### src/include/fsc_pkg.sv
/*
 * Package of the fan speed controller: register map, configuration field
 * layout, timing constants and the channel phase encoding.
 * Assumes a 200 MHz core clock and a 32-bit APB with byte addresses.
 */
package fsc_pkg;
	localparam int NUM_CH = 2;
	localparam int APB_AW = 8;
	localparam int CLK_NS = 5;
	localparam int CLK_HZ = 200_000_000;
	// Speed timebase: one tick per microsecond.
	localparam int TICK_NS = 1000;
	localparam int TICK_CYC = TICK_NS / CLK_NS;
	localparam int PWM_FREQ_HZ = 25_000;
	localparam int PWM_STEPS = 256;
	localparam int PWM_CYC = CLK_HZ / (PWM_FREQ_HZ * PWM_STEPS);
	localparam logic [7:0] DIV_W = 8'h08;
	localparam logic [31:0] US_PER_MIN = 32'h0393_8700;
	localparam logic [23:0] STALL_TIMEOUT_US_DEF = 24'h07_A120;
	localparam logic [23:0] PERIOD_MAX = 24'hFF_FFFF;
	localparam logic [5:0] DIV_LAST = 6'h1F;
	// Register byte offsets.
	localparam logic [7:0] REG_CH_EN = 8'h00;
	localparam logic [7:0] REG_INT_STATUS = 8'h04;
	localparam logic [7:0] REG_INT_MASK = 8'h08;
	localparam logic [3:0] CH_BASE_HI = 4'h1;
	localparam logic [3:0] CH_CFG = 4'h0;
	localparam logic [3:0] CH_DUTY = 4'h4;
	localparam logic [3:0] CH_TARGET = 4'h8;
	localparam logic [3:0] CH_SPEED = 4'hC;
	// Configuration word fields.
	localparam int CFG_W = 13;
	localparam int CFG_AUTO = 0;
	localparam int CFG_STALL_AUTO_RESTART_OFF = 1;
	localparam int CFG_RAMP_FAST = 2;
	localparam int CFG_START_DUTY = 3;
	localparam int CFG_START_EDGES = 5;
	localparam int CFG_ADJUST_DELAY_PULSES = 7;
	localparam int CFG_SPEED_AVERAGE_SAMPLES = 9;
	localparam int CFG_PULSES_PER_REVOLUTION = 11;
	localparam logic [1:0] START_DUTY_OFF = 2'h0;
	// Duty runs 0..256 so that 256 is a steady high output.
	localparam int DUTY_W = 9;
	localparam logic [8:0] DUTY_MAX = 9'h100;
	localparam logic [8:0] DUTY_50 = 9'h080;
	localparam logic [8:0] DUTY_75 = 9'h0C0;
	localparam logic [8:0] RAMP_SLOW_STEP = 9'h001;
	localparam logic [8:0] RAMP_FAST_STEP = 9'h008;
	localparam logic [15:0] REACH_TOL_RPM = 16'h0020;
	// Event bits per channel inside status and mask.
	localparam int EV_STALL = 0;
	localparam int EV_REACH = 1;
	localparam int EV_PER_CH = 2;
	typedef enum logic [3:0] {
		PH_IDLE = 4'b0001,
		PH_START = 4'b0010,
		PH_RUN = 4'b0100,
		PH_STOP = 4'b1000
	} fsc_phase_e;
endpackage

### src/rtl/fsc_top.sv
/*
 * Multi-channel cooling fan controller: APB register file, event status,
 * and one speed channel per fan with PWM output and tachometer input.
 * Assumes fans whose tachometer gives pulses asynchronous to core_clk.
 */
// What this block does
// - Channel stays idle and drives no PWM until software enables it.
// - Manual mode outputs exactly the software duty and still measures speed.
// - Automatic mode steers its own duty toward the software RPM target.
// - Target speed is held continuously without further software action.
// - Measured RPM is readable in both modes.
// - Duty readback gives written value in manual, computed value in automatic.
// - Events raised on fan stall and on reaching commanded speed.
// - Per-channel event enables, pending status view, software clear.
// - Automatic mode option restarts a stalled fan or leaves it stopped.
// - Automatic mode option selects fast or slow duty ramp.
// - Start duty is off, or fixed at 50, 75 or 100 percent.
// - Fixed start duty holds for a configured count of tachometer edges.
// - Automatic adjustments wait a configured count of tachometer pulses.
// - Speed is unaveraged or averaged over configured samples, both modes.
// - Pulses per revolution configurable per channel, used in RPM conversion.
// - Manual mode ignores restart, ramp, start-up and adjustment delay.
`timescale 1ns/1ps
module fsc_chan #(
	parameter logic [23:0] STALL_TIMEOUT_US = fsc_pkg::STALL_TIMEOUT_US_DEF
) (
	input wire logic core_clk,
	input wire logic rstn,
	input wire logic us_tick,
	input wire logic pwm_tick,
	input wire logic enable,
	input wire logic [fsc_pkg::CFG_W-1:0] cfg,
	input wire logic [fsc_pkg::DUTY_W-1:0] duty_man,
	input wire logic [15:0] target,
	input wire logic tach_in,
	output logic fan_pwm,
	output logic fan_pwm_oe,
	output logic [fsc_pkg::DUTY_W-1:0] duty_cur,
	output logic [15:0] speed,
	output logic stall_ev,
	output logic reach_ev
);
	import fsc_pkg::*;

	typedef struct packed {
		fsc_phase_e phase;
		logic [2:0] tach_sync;
		logic tach_lvl;
		logic have_ref;
		logic [23:0] period_cnt;
		logic [23:0] stall_cnt;
		logic [26:0] sum;
		logic [3:0] nsamp;
		logic [4:0] start_cnt;
		logic [3:0] adj_cnt;
		logic [8:0] duty_auto;
		logic div_busy;
		logic [5:0] div_cnt;
		logic [31:0] div_rem;
		logic [31:0] div_quo;
		logic [31:0] div_den;
		logic [15:0] speed;
		logic reached;
		logic [7:0] pwm_cnt;
		logic pwm;
		logic oe;
		logic [8:0] duty_cur;
		logic stall_ev;
		logic reach_ev;
	} fsc_chan_s;

	fsc_chan_s r_reg;
	fsc_chan_s r_next;

	always_comb begin
		logic auto_m;
		logic tach_edge;
		logic tach_rise;
		logic [8:0] sduty;
		logic [8:0] step;
		logic [8:0] duty_eff;
		logic [1:0] avg_k;
		logic [26:0] sum_all;
		logic [26:0] avg;
		logic [32:0] rem_sh;
		logic [31:0] quo_sh;
		logic reach_now;
		auto_m = cfg[CFG_AUTO];
		tach_edge = 1'b0;
		tach_rise = 1'b0;
		sduty = DUTY_MAX;
		step = cfg[CFG_RAMP_FAST] ? RAMP_FAST_STEP : RAMP_SLOW_STEP;
		duty_eff = '0;
		avg_k = cfg[CFG_SPEED_AVERAGE_SAMPLES +: 2];
		sum_all = '0;
		avg = '0;
		rem_sh = '0;
		quo_sh = '0;
		reach_now = 1'b0;
		r_next = r_reg;
		r_next.stall_ev = 1'b0;
		r_next.reach_ev = 1'b0;
		r_next.tach_sync = {r_reg.tach_sync[1:0], tach_in};
		// The edge counts only once the second and third stages agree.
		if (r_reg.tach_sync[1] == r_reg.tach_sync[2] && r_reg.tach_sync[1] != r_reg.tach_lvl) begin
			tach_edge = 1'b1;
			tach_rise = r_reg.tach_sync[1];
			r_next.tach_lvl = r_reg.tach_sync[1];
		end
		unique case (cfg[CFG_START_DUTY +: 2])
			2'h1: sduty = DUTY_50;
			2'h2: sduty = DUTY_75;
			default: sduty = DUTY_MAX;
		endcase
		if (!enable) begin
			// Clearing all state but the tachometer synchroniser also drops any half-done division or count.
			r_next = '0;
			r_next.phase = PH_IDLE;
			r_next.tach_sync = {r_reg.tach_sync[1:0], tach_in};
			r_next.tach_lvl = tach_edge ? r_reg.tach_sync[1] : r_reg.tach_lvl;
		end else begin
			if (!auto_m) begin
				duty_eff = duty_man;
			end else if (r_reg.phase == PH_START) begin
				duty_eff = sduty;
			end else if (r_reg.phase == PH_RUN) begin
				duty_eff = r_reg.duty_auto;
			end
			r_next.oe = 1'b1;
			r_next.duty_cur = duty_eff;
			if (pwm_tick) begin
				r_next.pwm_cnt = r_reg.pwm_cnt + 8'h01;
			end
			r_next.pwm = {1'b0, r_reg.pwm_cnt} < duty_eff;
			if (us_tick && r_reg.period_cnt != PERIOD_MAX) begin
				r_next.period_cnt = r_reg.period_cnt + 24'h00_0001;
			end
			if (tach_edge) begin
				r_next.stall_cnt = '0;
			end else if (us_tick && duty_eff != '0) begin
				r_next.stall_cnt = r_reg.stall_cnt + 24'h00_0001;
			end
			// Interval between rising edges, averaged over 1, 2, 4 or 8 samples.
			if (tach_rise) begin
				r_next.period_cnt = '0;
				r_next.have_ref = 1'b1;
				if (r_reg.have_ref) begin
					sum_all = r_reg.sum + {3'h0, r_reg.period_cnt};
					r_next.sum = sum_all;
					r_next.nsamp = r_reg.nsamp + 4'h1;
					if (r_reg.nsamp + 4'h1 >= (4'h1 << avg_k)) begin
						avg = sum_all >> avg_k;
						r_next.sum = '0;
						r_next.nsamp = '0;
						if (!r_reg.div_busy) begin
							r_next.div_busy = 1'b1;
							r_next.div_cnt = '0;
							r_next.div_rem = '0;
							r_next.div_quo = US_PER_MIN;
							r_next.div_den = 32'(avg) *
								(32'(cfg[CFG_PULSES_PER_REVOLUTION +: 2]) + 32'h1);
						end
					end
				end
			end
			// Restoring division, one quotient bit per cycle.
			if (r_reg.div_busy) begin
				rem_sh = {r_reg.div_rem, r_reg.div_quo[31]};
				quo_sh = {r_reg.div_quo[30:0], 1'b0};
				if (rem_sh >= {1'b0, r_reg.div_den}) begin
					rem_sh = rem_sh - {1'b0, r_reg.div_den};
					quo_sh[0] = 1'b1;
				end
				r_next.div_rem = rem_sh[31:0];
				r_next.div_quo = quo_sh;
				r_next.div_cnt = r_reg.div_cnt + 6'h01;
				if (r_reg.div_cnt == DIV_LAST) begin
					r_next.div_busy = 1'b0;
					r_next.speed = (quo_sh[31:16] != '0) ? 16'hFFFF : quo_sh[15:0];
				end
			end
			unique case (r_reg.phase)
				PH_IDLE: begin
					r_next.start_cnt = '0;
					r_next.adj_cnt = '0;
					if (auto_m && cfg[CFG_START_DUTY +: 2] != START_DUTY_OFF) begin
						r_next.phase = PH_START;
					end else begin
						r_next.phase = PH_RUN;
					end
				end
				PH_START: begin
					if (!auto_m) begin
						r_next.phase = PH_RUN;
					end else if (tach_edge) begin
						r_next.start_cnt = r_reg.start_cnt + 5'h01;
						if (r_reg.start_cnt + 5'h01 >= (5'h02 << cfg[CFG_START_EDGES +: 2])) begin
							r_next.phase = PH_RUN;
							r_next.duty_auto = sduty;
						end
					end
				end
				PH_RUN: begin
					if (auto_m && tach_rise) begin
						r_next.adj_cnt = r_reg.adj_cnt + 4'h1;
						if (r_reg.adj_cnt + 4'h1 >= (4'h1 << cfg[CFG_ADJUST_DELAY_PULSES +: 2])) begin
							r_next.adj_cnt = '0;
							if (r_reg.speed < target) begin
								r_next.duty_auto = (r_reg.duty_auto > DUTY_MAX - step) ?
									DUTY_MAX : r_reg.duty_auto + step;
							end else if (r_reg.speed > target) begin
								r_next.duty_auto = (r_reg.duty_auto < step) ?
									'0 : r_reg.duty_auto - step;
							end
						end
					end
				end
				PH_STOP: begin
					if (!auto_m) begin
						r_next.phase = PH_RUN;
					end
				end
			endcase
			if (r_reg.stall_cnt >= STALL_TIMEOUT_US && duty_eff != '0) begin
				r_next.stall_ev = 1'b1;
				r_next.stall_cnt = '0;
				r_next.speed = '0;
				r_next.have_ref = 1'b0;
				r_next.sum = '0;
				r_next.nsamp = '0;
				r_next.div_busy = 1'b0;
				r_next.start_cnt = '0;
				if (auto_m) begin
					if (cfg[CFG_STALL_AUTO_RESTART_OFF]) begin
						r_next.phase = PH_STOP;
					end else begin
						r_next.phase = PH_IDLE;
					end
				end
			end
			// One extra bit keeps the tolerance sums from wrapping near full scale.
			reach_now = auto_m && r_reg.phase == PH_RUN && target != '0 &&
				{1'b0, r_reg.speed} + {1'b0, REACH_TOL_RPM} >= {1'b0, target} &&
				{1'b0, r_reg.speed} <= {1'b0, target} + {1'b0, REACH_TOL_RPM};
			r_next.reached = reach_now;
			r_next.reach_ev = reach_now && !r_reg.reached;
		end
	end

	always_ff @(posedge core_clk) begin
		if (!rstn) begin
			r_reg <= '0;
			r_reg.phase <= PH_IDLE;
			// The idle tachometer level is high, so no false edge follows reset.
			r_reg.tach_sync <= '1;
			r_reg.tach_lvl <= 1'b1;
		end else begin
			r_reg <= r_next;
		end
	end

	assign fan_pwm = r_reg.pwm;
	assign fan_pwm_oe = r_reg.oe;
	assign duty_cur = r_reg.duty_cur;
	assign speed = r_reg.speed;
	assign stall_ev = r_reg.stall_ev;
	assign reach_ev = r_reg.reach_ev;
endmodule

module fsc_top #(
	parameter logic [23:0] STALL_TIMEOUT_US = fsc_pkg::STALL_TIMEOUT_US_DEF
) (
	input wire logic core_clk,
	input wire logic rstn,
	input wire logic psel,
	input wire logic penable,
	input wire logic pwrite,
	input wire logic [fsc_pkg::APB_AW-1:0] paddr,
	input wire logic [31:0] pwdata,
	output logic [31:0] prdata,
	output logic pready,
	output logic pslverr,
	input wire logic [fsc_pkg::NUM_CH-1:0] fan_tach,
	output logic [fsc_pkg::NUM_CH-1:0] fan_pwm,
	output logic [fsc_pkg::NUM_CH-1:0] fan_pwm_oe,
	output logic irq
);
	import fsc_pkg::*;

	localparam int EV_W = NUM_CH * EV_PER_CH;

	typedef struct packed {
		logic [NUM_CH-1:0] ch_en;
		logic [NUM_CH-1:0][CFG_W-1:0] cfg;
		logic [NUM_CH-1:0][DUTY_W-1:0] duty_man;
		logic [NUM_CH-1:0][15:0] target;
		logic [EV_W-1:0] status;
		logic [EV_W-1:0] mask;
		logic [31:0] prdata;
		logic pslverr;
		logic [7:0] us_div;
		logic [7:0] pwm_div;
		logic us_tick;
		logic pwm_tick;
	} fsc_top_s;

	fsc_top_s r_reg;
	fsc_top_s r_next;
	logic [NUM_CH-1:0][DUTY_W-1:0] duty_cur;
	logic [NUM_CH-1:0][15:0] speed;
	logic [EV_W-1:0] ev;

	genvar gc;
	generate
		for (gc = 0; gc < NUM_CH; gc++) begin : g_ch
			fsc_chan #(.STALL_TIMEOUT_US(STALL_TIMEOUT_US)) u_chan (
				.core_clk(core_clk),
				.rstn(rstn),
				.us_tick(r_reg.us_tick),
				.pwm_tick(r_reg.pwm_tick),
				.enable(r_reg.ch_en[gc]),
				.cfg(r_reg.cfg[gc]),
				.duty_man(r_reg.duty_man[gc]),
				.target(r_reg.target[gc]),
				.tach_in(fan_tach[gc]),
				.fan_pwm(fan_pwm[gc]),
				.fan_pwm_oe(fan_pwm_oe[gc]),
				.duty_cur(duty_cur[gc]),
				.speed(speed[gc]),
				.stall_ev(ev[gc * EV_PER_CH + EV_STALL]),
				.reach_ev(ev[gc * EV_PER_CH + EV_REACH])
			);
		end
	endgenerate

	always_comb begin
		logic wr;
		logic hit;
		logic [EV_W-1:0] clr;
		wr = psel && penable && pwrite;
		hit = 1'b0;
		clr = '0;
		r_next = r_reg;
		r_next.us_tick = 1'b0;
		r_next.pwm_tick = 1'b0;
		r_next.us_div = r_reg.us_div + DIV_W'(1);
		if (r_reg.us_div == DIV_W'(TICK_CYC - 1)) begin
			r_next.us_div = '0;
			r_next.us_tick = 1'b1;
		end
		r_next.pwm_div = r_reg.pwm_div + DIV_W'(1);
		if (r_reg.pwm_div == DIV_W'(PWM_CYC - 1)) begin
			r_next.pwm_div = '0;
			r_next.pwm_tick = 1'b1;
		end
		// Read data and error are captured in the setup cycle, so access is zero-wait.
		if (psel && !penable) begin
			r_next.prdata = '0;
			unique case (paddr)
				REG_CH_EN: r_next.prdata[NUM_CH-1:0] = r_reg.ch_en;
				REG_INT_STATUS: r_next.prdata[EV_W-1:0] = r_reg.status;
				REG_INT_MASK: r_next.prdata[EV_W-1:0] = r_reg.mask;
				default: ;
			endcase
			hit = paddr == REG_CH_EN || paddr == REG_INT_STATUS || paddr == REG_INT_MASK;
			for (int c = 0; c < NUM_CH; c++) begin
				if (paddr[7:4] == CH_BASE_HI + 4'(c)) begin
					hit = 1'b1;
					unique case (paddr[3:0])
						CH_CFG: r_next.prdata[CFG_W-1:0] = r_reg.cfg[c];
						CH_DUTY: r_next.prdata[DUTY_W-1:0] = duty_cur[c];
						CH_TARGET: r_next.prdata[15:0] = r_reg.target[c];
						CH_SPEED: r_next.prdata[15:0] = speed[c];
						default: hit = 1'b0;
					endcase
				end
			end
			r_next.pslverr = !hit;
		end
		if (wr && !r_reg.pslverr) begin
			if (paddr == REG_CH_EN) begin
				r_next.ch_en = pwdata[NUM_CH-1:0];
			end
			if (paddr == REG_INT_STATUS) begin
				clr = pwdata[EV_W-1:0];
			end
			if (paddr == REG_INT_MASK) begin
				r_next.mask = pwdata[EV_W-1:0];
			end
			for (int c = 0; c < NUM_CH; c++) begin
				if (paddr[7:4] == CH_BASE_HI + 4'(c)) begin
					if (paddr[3:0] == CH_CFG) begin
						r_next.cfg[c] = pwdata[CFG_W-1:0];
					end
					if (paddr[3:0] == CH_DUTY) begin
						r_next.duty_man[c] = pwdata[DUTY_W-1:0];
					end
					if (paddr[3:0] == CH_TARGET) begin
						r_next.target[c] = pwdata[15:0];
					end
				end
			end
		end
		// A new event in the clearing cycle survives the clear.
		r_next.status = (r_reg.status & ~clr) | ev;
	end

	always_ff @(posedge core_clk) begin
		if (!rstn) begin
			r_reg <= '0;
		end else begin
			r_reg <= r_next;
		end
	end

	assign prdata = r_reg.prdata;
	assign pready = psel && penable;
	assign pslverr = psel && penable && r_reg.pslverr;
	assign irq = |(r_reg.status & r_reg.mask);
endmodule

### config.mk
export PLATFORM = sky130hd
export DESIGN_NAME = fsc_top
export DESIGN_NICKNAME = d
export VERILOG_FILES = /design/src/include/fsc_pkg.sv /design/src/rtl/fsc_top.sv
export SDC_FILE = /design/constraint.sdc
export NUM_CORES = 2
export LEC_CHECK = 0
export BUFFER_PORTS_ARGS = -buffer_cell sky130_fd_sc_hd__buf_2
export CORE_AREA = 2 2 331 333
export CTS_CLUSTER_DIAMETER = 200
export CTS_CLUSTER_SIZE = 8
export DETAILED_ROUTE_END_ITERATION = 7
export DIE_AREA = 0 0 333 335
export HOLD_SLACK_MARGIN = 0.02
export PLACE_DENSITY = 0.51
export SYNTH_ARGS = -nofsm -noshare
export SYNTH_HDL_FRONTEND = slang
export SYNTH_SLANG_ARGS = --single-unit
### constraint.sdc
create_clock -name core_clk -period 13.15 [get_ports core_clk]
set_input_delay 1.315 -clock core_clk [delete_from_list [all_inputs] [get_ports core_clk]]
set_output_delay 1.315 -clock core_clk [all_outputs]
set_load 0.01 [all_outputs]
Word level (Yosys, flattened, before mapping):

Index checks and enable logic that the tools add are counted.

* bits of input ports: 47
* word-level logic and storage cells: 385
* flip-flop bits (word level): 615
* output and inout bits: 39

* equality and inequality tests: 43
* bitwise logic cells: 9
* shifts and indexed selects: 8
* multipliers: 2
* multiplexer cells: 110
* $add $sub $neg: 32
* reductions and logical operators: 94
* magnitude comparators: 24

Operator list (count)
* 103-bit 2-to-1 mux: 6
* 102-bit 2-to-1 mux: 2
* 9-bit 2-to-1 mux: 22
* 71-bit 2-to-1 mux: 2
* 24-bit by 1-bit adder with 24-bit output, second input constant: 4
* 4-bit 2-to-1 mux: 18
* 9-bit one-hot mux with 2 select lines: 4
* 9-bit one-hot mux with 4 select lines: 2
* 16-bit by 6-bit adder with 17-bit output, second input constant: 4
* 33-bit by 32-bit >= comparator with 1-bit output: 2
* 27-bit by 32-bit multiplier with 32-bit output: 2
* 16-bit 2-to-1 mux: 4
* 32-bit 2-to-1 mux: 2
* 16-bit nonzero test: 4
* 32-bit subtractor: 2
* 31-bit 2-to-1 mux: 2
* 27-bit by 24-bit adder with 27-bit output: 2
* 27-bit by 2-bit right shift with 27-bit output: 2
* 13-bit 2-to-1 mux: 4
* 24-bit by 19-bit >= comparator with 1-bit output, second input constant: 2
* 24-bit inequality test, second input constant: 2
* 4-bit one-hot mux with 3 select lines: 4
* 17-bit by 16-bit >= comparator with 1-bit output: 2
* 16-bit by 17-bit less-or-equal comparator with 1-bit output: 2
* 60 further kinds: 220

Depth between registers and ports, before layout:

* word-level depth: 9
* mapped depth: 26
* gate-level depth less buffers: 26

By module:

From an unflattened synthesis, not the netlist that was laid out.

* cells, all modules: 5271
* area total of the unflattened synthesis: 42286.8 um^2

Modules (own cells, without submodules)
* fsc_chan (g_ch[1].u_chan): instances 1, cells an instance 2346, area each 18246.2 um^2, seq. area each 4904.7 um^2
* fsc_chan (g_ch[0].u_chan): instances 1, cells an instance 2304, area each 18007.3 um^2, seq. area each 4904.7 um^2
* fsc_top: instances 1, cells an instance 621, area each 6033.3 um^2, seq. area each 2422.3 um^2

Worst setup path before layout:

Ideal clock, no wire load.

* path kind: register to register
* start point: register g_ch[0].u_chan.r_reg[214] (netlist bit)
* end point: register g_ch[0].u_chan.r_reg[65] (netlist bit)
* setup slack: 7.546 ns
* path buffers: 0
* stages on the path, launching flop included: 26
* arrival time: 5.529 ns
* period minus slack after synthesis: 5.604 ns
* path through: dfxtp_1 ha_1 inv_1 fa_1 nor2b_1 o31a_1 o41ai_2 nor2_1 a21oi_1 o21bai_1 xor2_1 mux2i_1 mux2i_1 nand2_1 fa_1 inv_1 ha_1 a21oi_1 nor2b_1 a2111oi_0 o2bb2ai_2 a221o_1 a21o_1 a21o_1 or4b_1 a31oi_1

* cells in the longest elaborated chain, start to end: 3

Ends and longest elaborated chain
* start, declared: RTL line fsc_top.sv:72 `fsc_chan_s r_reg;`
* start signal, assigned: RTL line fsc_top.sv:258 `r_reg <= r_next;`
* 27-bit by 24-bit adder with 27-bit output: RTL line fsc_top.sv:148 `sum_all = r_reg.sum + {3'h0, r_reg.period_cnt};`
* 27-bit by 2-bit right shift with 27-bit output: RTL line fsc_top.sv:152 `avg = sum_all >> avg_k;`
* 27-bit by 32-bit multiplier with 32-bit output: RTL line fsc_top.sv:160 `r_next.div_den = 32'(avg) *`

Every way passes these cells.
A chain may end at the register's enable or synchronous reset.

Worst setup path in the final report:

* start point: register g_ch[0].u_chan.r_reg[214] (netlist bit)
* end point: register g_ch[0].u_chan.r_reg[66] (netlist bit)

Same word-level chain as after synthesis.

==> results.json <==
{
  "gr-usage-all-layers_pct": 19.6,
  "vdd_drop_max_uv": 82.1,
  "relSlewSlack_pct": 19.9,
  "hold_violations": 0,
  "area_growth_pct": 8.76,
  "largest_reg_flops": 432,
  "sequentialPowerShare_pct": 47.6,
  "die_h_um": 335,
  "seq_area_frac_synth_pct": 30.0,
  "yosysMostFrequentCell": "dfxtp_1",
  "muxShareOfSynthArea_pct": 3.08,
  "port_buffers": 53,
  "routed_wl_um": 111000,
  "tightest_slew_ns": 1.20,
  "drc": 0,
  "clk_pin_slew_ns": 0.06,
  "row_count": 121,
  "power_w": 0.00392,
  "clk_latency_ns": 0.66,
  "power.leakage_nw": 17.0,
  "vias": 35100,
  "cts.sinks": 611,
  "core_um2": 108000,
  "multi_input_area_um2": 26400,
  "p_sw_share_pct": 22.4,
  "fin_crit_ns": 6.62,
  "initial_core_util_pct": 37.7,
  "netlist_area_um2": 40700,
  "synthSimpleGateAreaFrac_pct": 21.0,
  "skew_ns": 0.0391,
  "root_buffer": "clkbuf_16",
  "status": "complete, no violations",
  "start_kind": "register",
  "tns_ns": 0,
  "internal-power_w": 0.00304,
  "maxCapViolations": 0,
  "synth_top_family_by_area": "compound AO/OA/AOI/OAI gates",
  "cts_hold_buffers": 0,
  "hold_path_class": "reg -> reg",
  "netSwitchingPower_w": 0.000877,
  "endpoint_kind": "register",
  "synth_warnings": 0,
  "clockBufferDepth": 3,
  "setup-violations-final": 0,
  "powerDensity_nw_per_um2": 88.4,
  "die_area_um2": 112000,
  "ios": 86,
  "seq_area_um2": 12200,
  "grt_overflow": 0,
  "synth_top_flop_cell": "dfxtp_1",
  "final_area_um2": 44300,
  "antenna_found_initial": 11,
  "gp_congestion": 0.872,
  "crit_arrival_ns": 7.15,
  "synthCells": 5124,
  "synth_top_area_cell": "dfxtp_1",
  "synth_compound_area_share_pct": 21.6,
  "grt_first_pass_wirelength_um": 181000,
  "crit_fanout": 5,
  "wl_per_cell_um": 17.2,
  "grt_pass1_vias": 33300,
  "layout-drive-gt1-share_pct": 6.04,
  "cp.required_ns": 13.68,
  "antenna_left": 0,
  "final_nets": 5473,
  "dp_hpwl_um": 81400,
  "chipWidth_um": 333,
  "vias_per_cell": 5.43,
  "synthTopCellsByCount": "dfxtp_1 (611), nand2_1 (586), nor2_1 (550)",
  "synthXorXnorAreaFrac_pct": 6.09,
  "yosysUniqueCellTypes": 99,
  "dr.pass1.iters": 7,
  "synth_fa_ha_area_share_pct": 12.7,
  "fmax_mhz": 151,
  "numCtsBuffers": 86,
  "fillers": 11100,
  "grt_max_degree": 60,
  "pwr-share-comb_pct": 1.3,
  "synthArstFlopShare_pct": 0,
  "drtIter0Drc": 2302,
  "ctsResizeCount": 0,
  "clock_power_share_pct": 51.1,
  "synth_area_leaders": "dfxtp_1 (30%), ha_1 (10%), nand2_1 (5.4%)",
  "htreeDepth": 3,
  "yosys_register_bits": 611,
  "postPlaceCellArea_um2": 42000,
  "grt_setup_unrepaired": "false",
  "synth_edf_count": 0,
  "finalMaxSlewViolations": 0,
  "period_share_pct": 50.4,
  "path_class": "reg -> reg",
  "avgSynthCellArea_um2": 7.95,
  "post_cts_buffers": 0,
  "cts_tree": "done",
  "yosysTopAreaCellShare_pct": 30.0
}
[through the flow]
| stage | setup WS (ns) | hold WS (ns) | cells | utilization (%) |
|---|---|---|---|---|
| 2_1_floorplan | 7.55 | 0.367 | 5139 | - |
| 3_3_place_gp | 6.57 | 0.380 | 6371 | 38.9 |
| 3_5_place_dp | 6.54 | 0.391 | 6371 | 38.9 |
| 4_1_cts | 6.51 | 0.399 | 6465 | 41.0 |
| 5_1_grt | 5.85 | 0.419 | 6465 | 41.0 |
| 6_report | 6.53 | 0.396 | 6466 | 41.0 |
[cell usage in the layout (no fill, tap or decap), types with 56 or more instances in the layout]
master and n:
nand2_1 584, o21a_1 65, nand4_1 61, dfxtp_1 608, nand2b_1 89, ha_1 325
nand3_1 148, xnor2_1 150, fa_1 56, a21oi_1 412, nor2b_1 65, o21ai_0 220
mux2i_1 90, inv_1 269, nor2_1 545, clkbuf_16 87, a21o_1 102, a22oi_1 142
nor3_1 80, xor2_1 133, and3_1 58
[layout make-up]
cell class                      count  share of cell area, %
Multi-Input combinational cell   3981                   59.6
Inverter                          271                   2.30
Clock inverter                      7                  0.220
Clock buffer                       87                   4.92
Tap cell                         1414                   4.00
Antenna cell                        1                0.00565
Timing Repair Buffer               94                   1.29
Sequential cell                   611                   27.6
[layer usage]
metal  GRT usage, %  wire (um)  vias to the layer above
li1               -          -                    17900
met1           28.9      56900                    16400
met2           30.2      46800                      663
met3           2.57       5470                      147
met4           4.78       2100                        8
met5              0         45                        -
[power by group through the flow]
stage	clock, W	combinational [W]	sequential (W)
after floorplan	0	0.0000350	0.00190
after global placement	0	0.0000513	0.00190
after detailed placement	0	0.0000516	0.00190
after CTS	0.00207	0.0000517	0.00186
after global routing	0.00214	0.0000562	0.00186
final	0.00200	0.0000523	0.00186
[cell families (layout without fill, tap and decap cells)]
| group | Yosys count | count (layout) |
|---|---|---|
| adder cells (fa/ha/maj) | 381 | 381 |
| XOR/XNOR | 283 | 283 |
| AND/OR/NAND/NOR | 1841 | 1841 |
| multiplexers | 111 | 111 |
| AO/OA/AOI/OAI | 1349 | 1349 |
| other | 1 | 17 |
| flip-flops | 611 | 611 |
| buffers and inverters | 547 | 459 |
[critical path: stages (launching register included)]
cell	delay, ns
dfxtp_1	0.43
ha_1	0.24
inv_1	0.07
fa_1	0.40
nor2b_1	0.17
o31a_1	0.21
o41ai_2	0.08
nor2_1	0.27
a21oi_1	0.15
o21bai_1	0.18
xor2_1	0.40
nand2_1	0.10
a31oi_1	0.32
nand2_1	0.13
fa_1	0.58
inv_1	0.04
ha_1	0.34
nand4_1	0.20
or2_2	0.33
a2111oi_0	0.56
a211oi_1	0.14
a21oi_1	0.28
nand3_1	0.16
a31oi_1	0.30
a31oi_1	0.16
xnor2_1	0.14
o2bb2ai_1	0.11
[worst paths after layout]
kind,start,endpoint,slack [ns],cells past startpoint
max,g_ch[0].u_chan.r_reg[214],g_ch[0].u_chan.r_reg[66],6.53,26
min reg2reg,g_ch[0].u_chan.r_reg[21],g_ch[0].u_chan.reach_ev,0.40,1
max reg2reg,g_ch[0].u_chan.r_reg[214],g_ch[0].u_chan.r_reg[66],6.53,26
min,g_ch[0].u_chan.r_reg[21],g_ch[0].u_chan.reach_ev,0.40,1
Power figures use the tool's default switching activity.
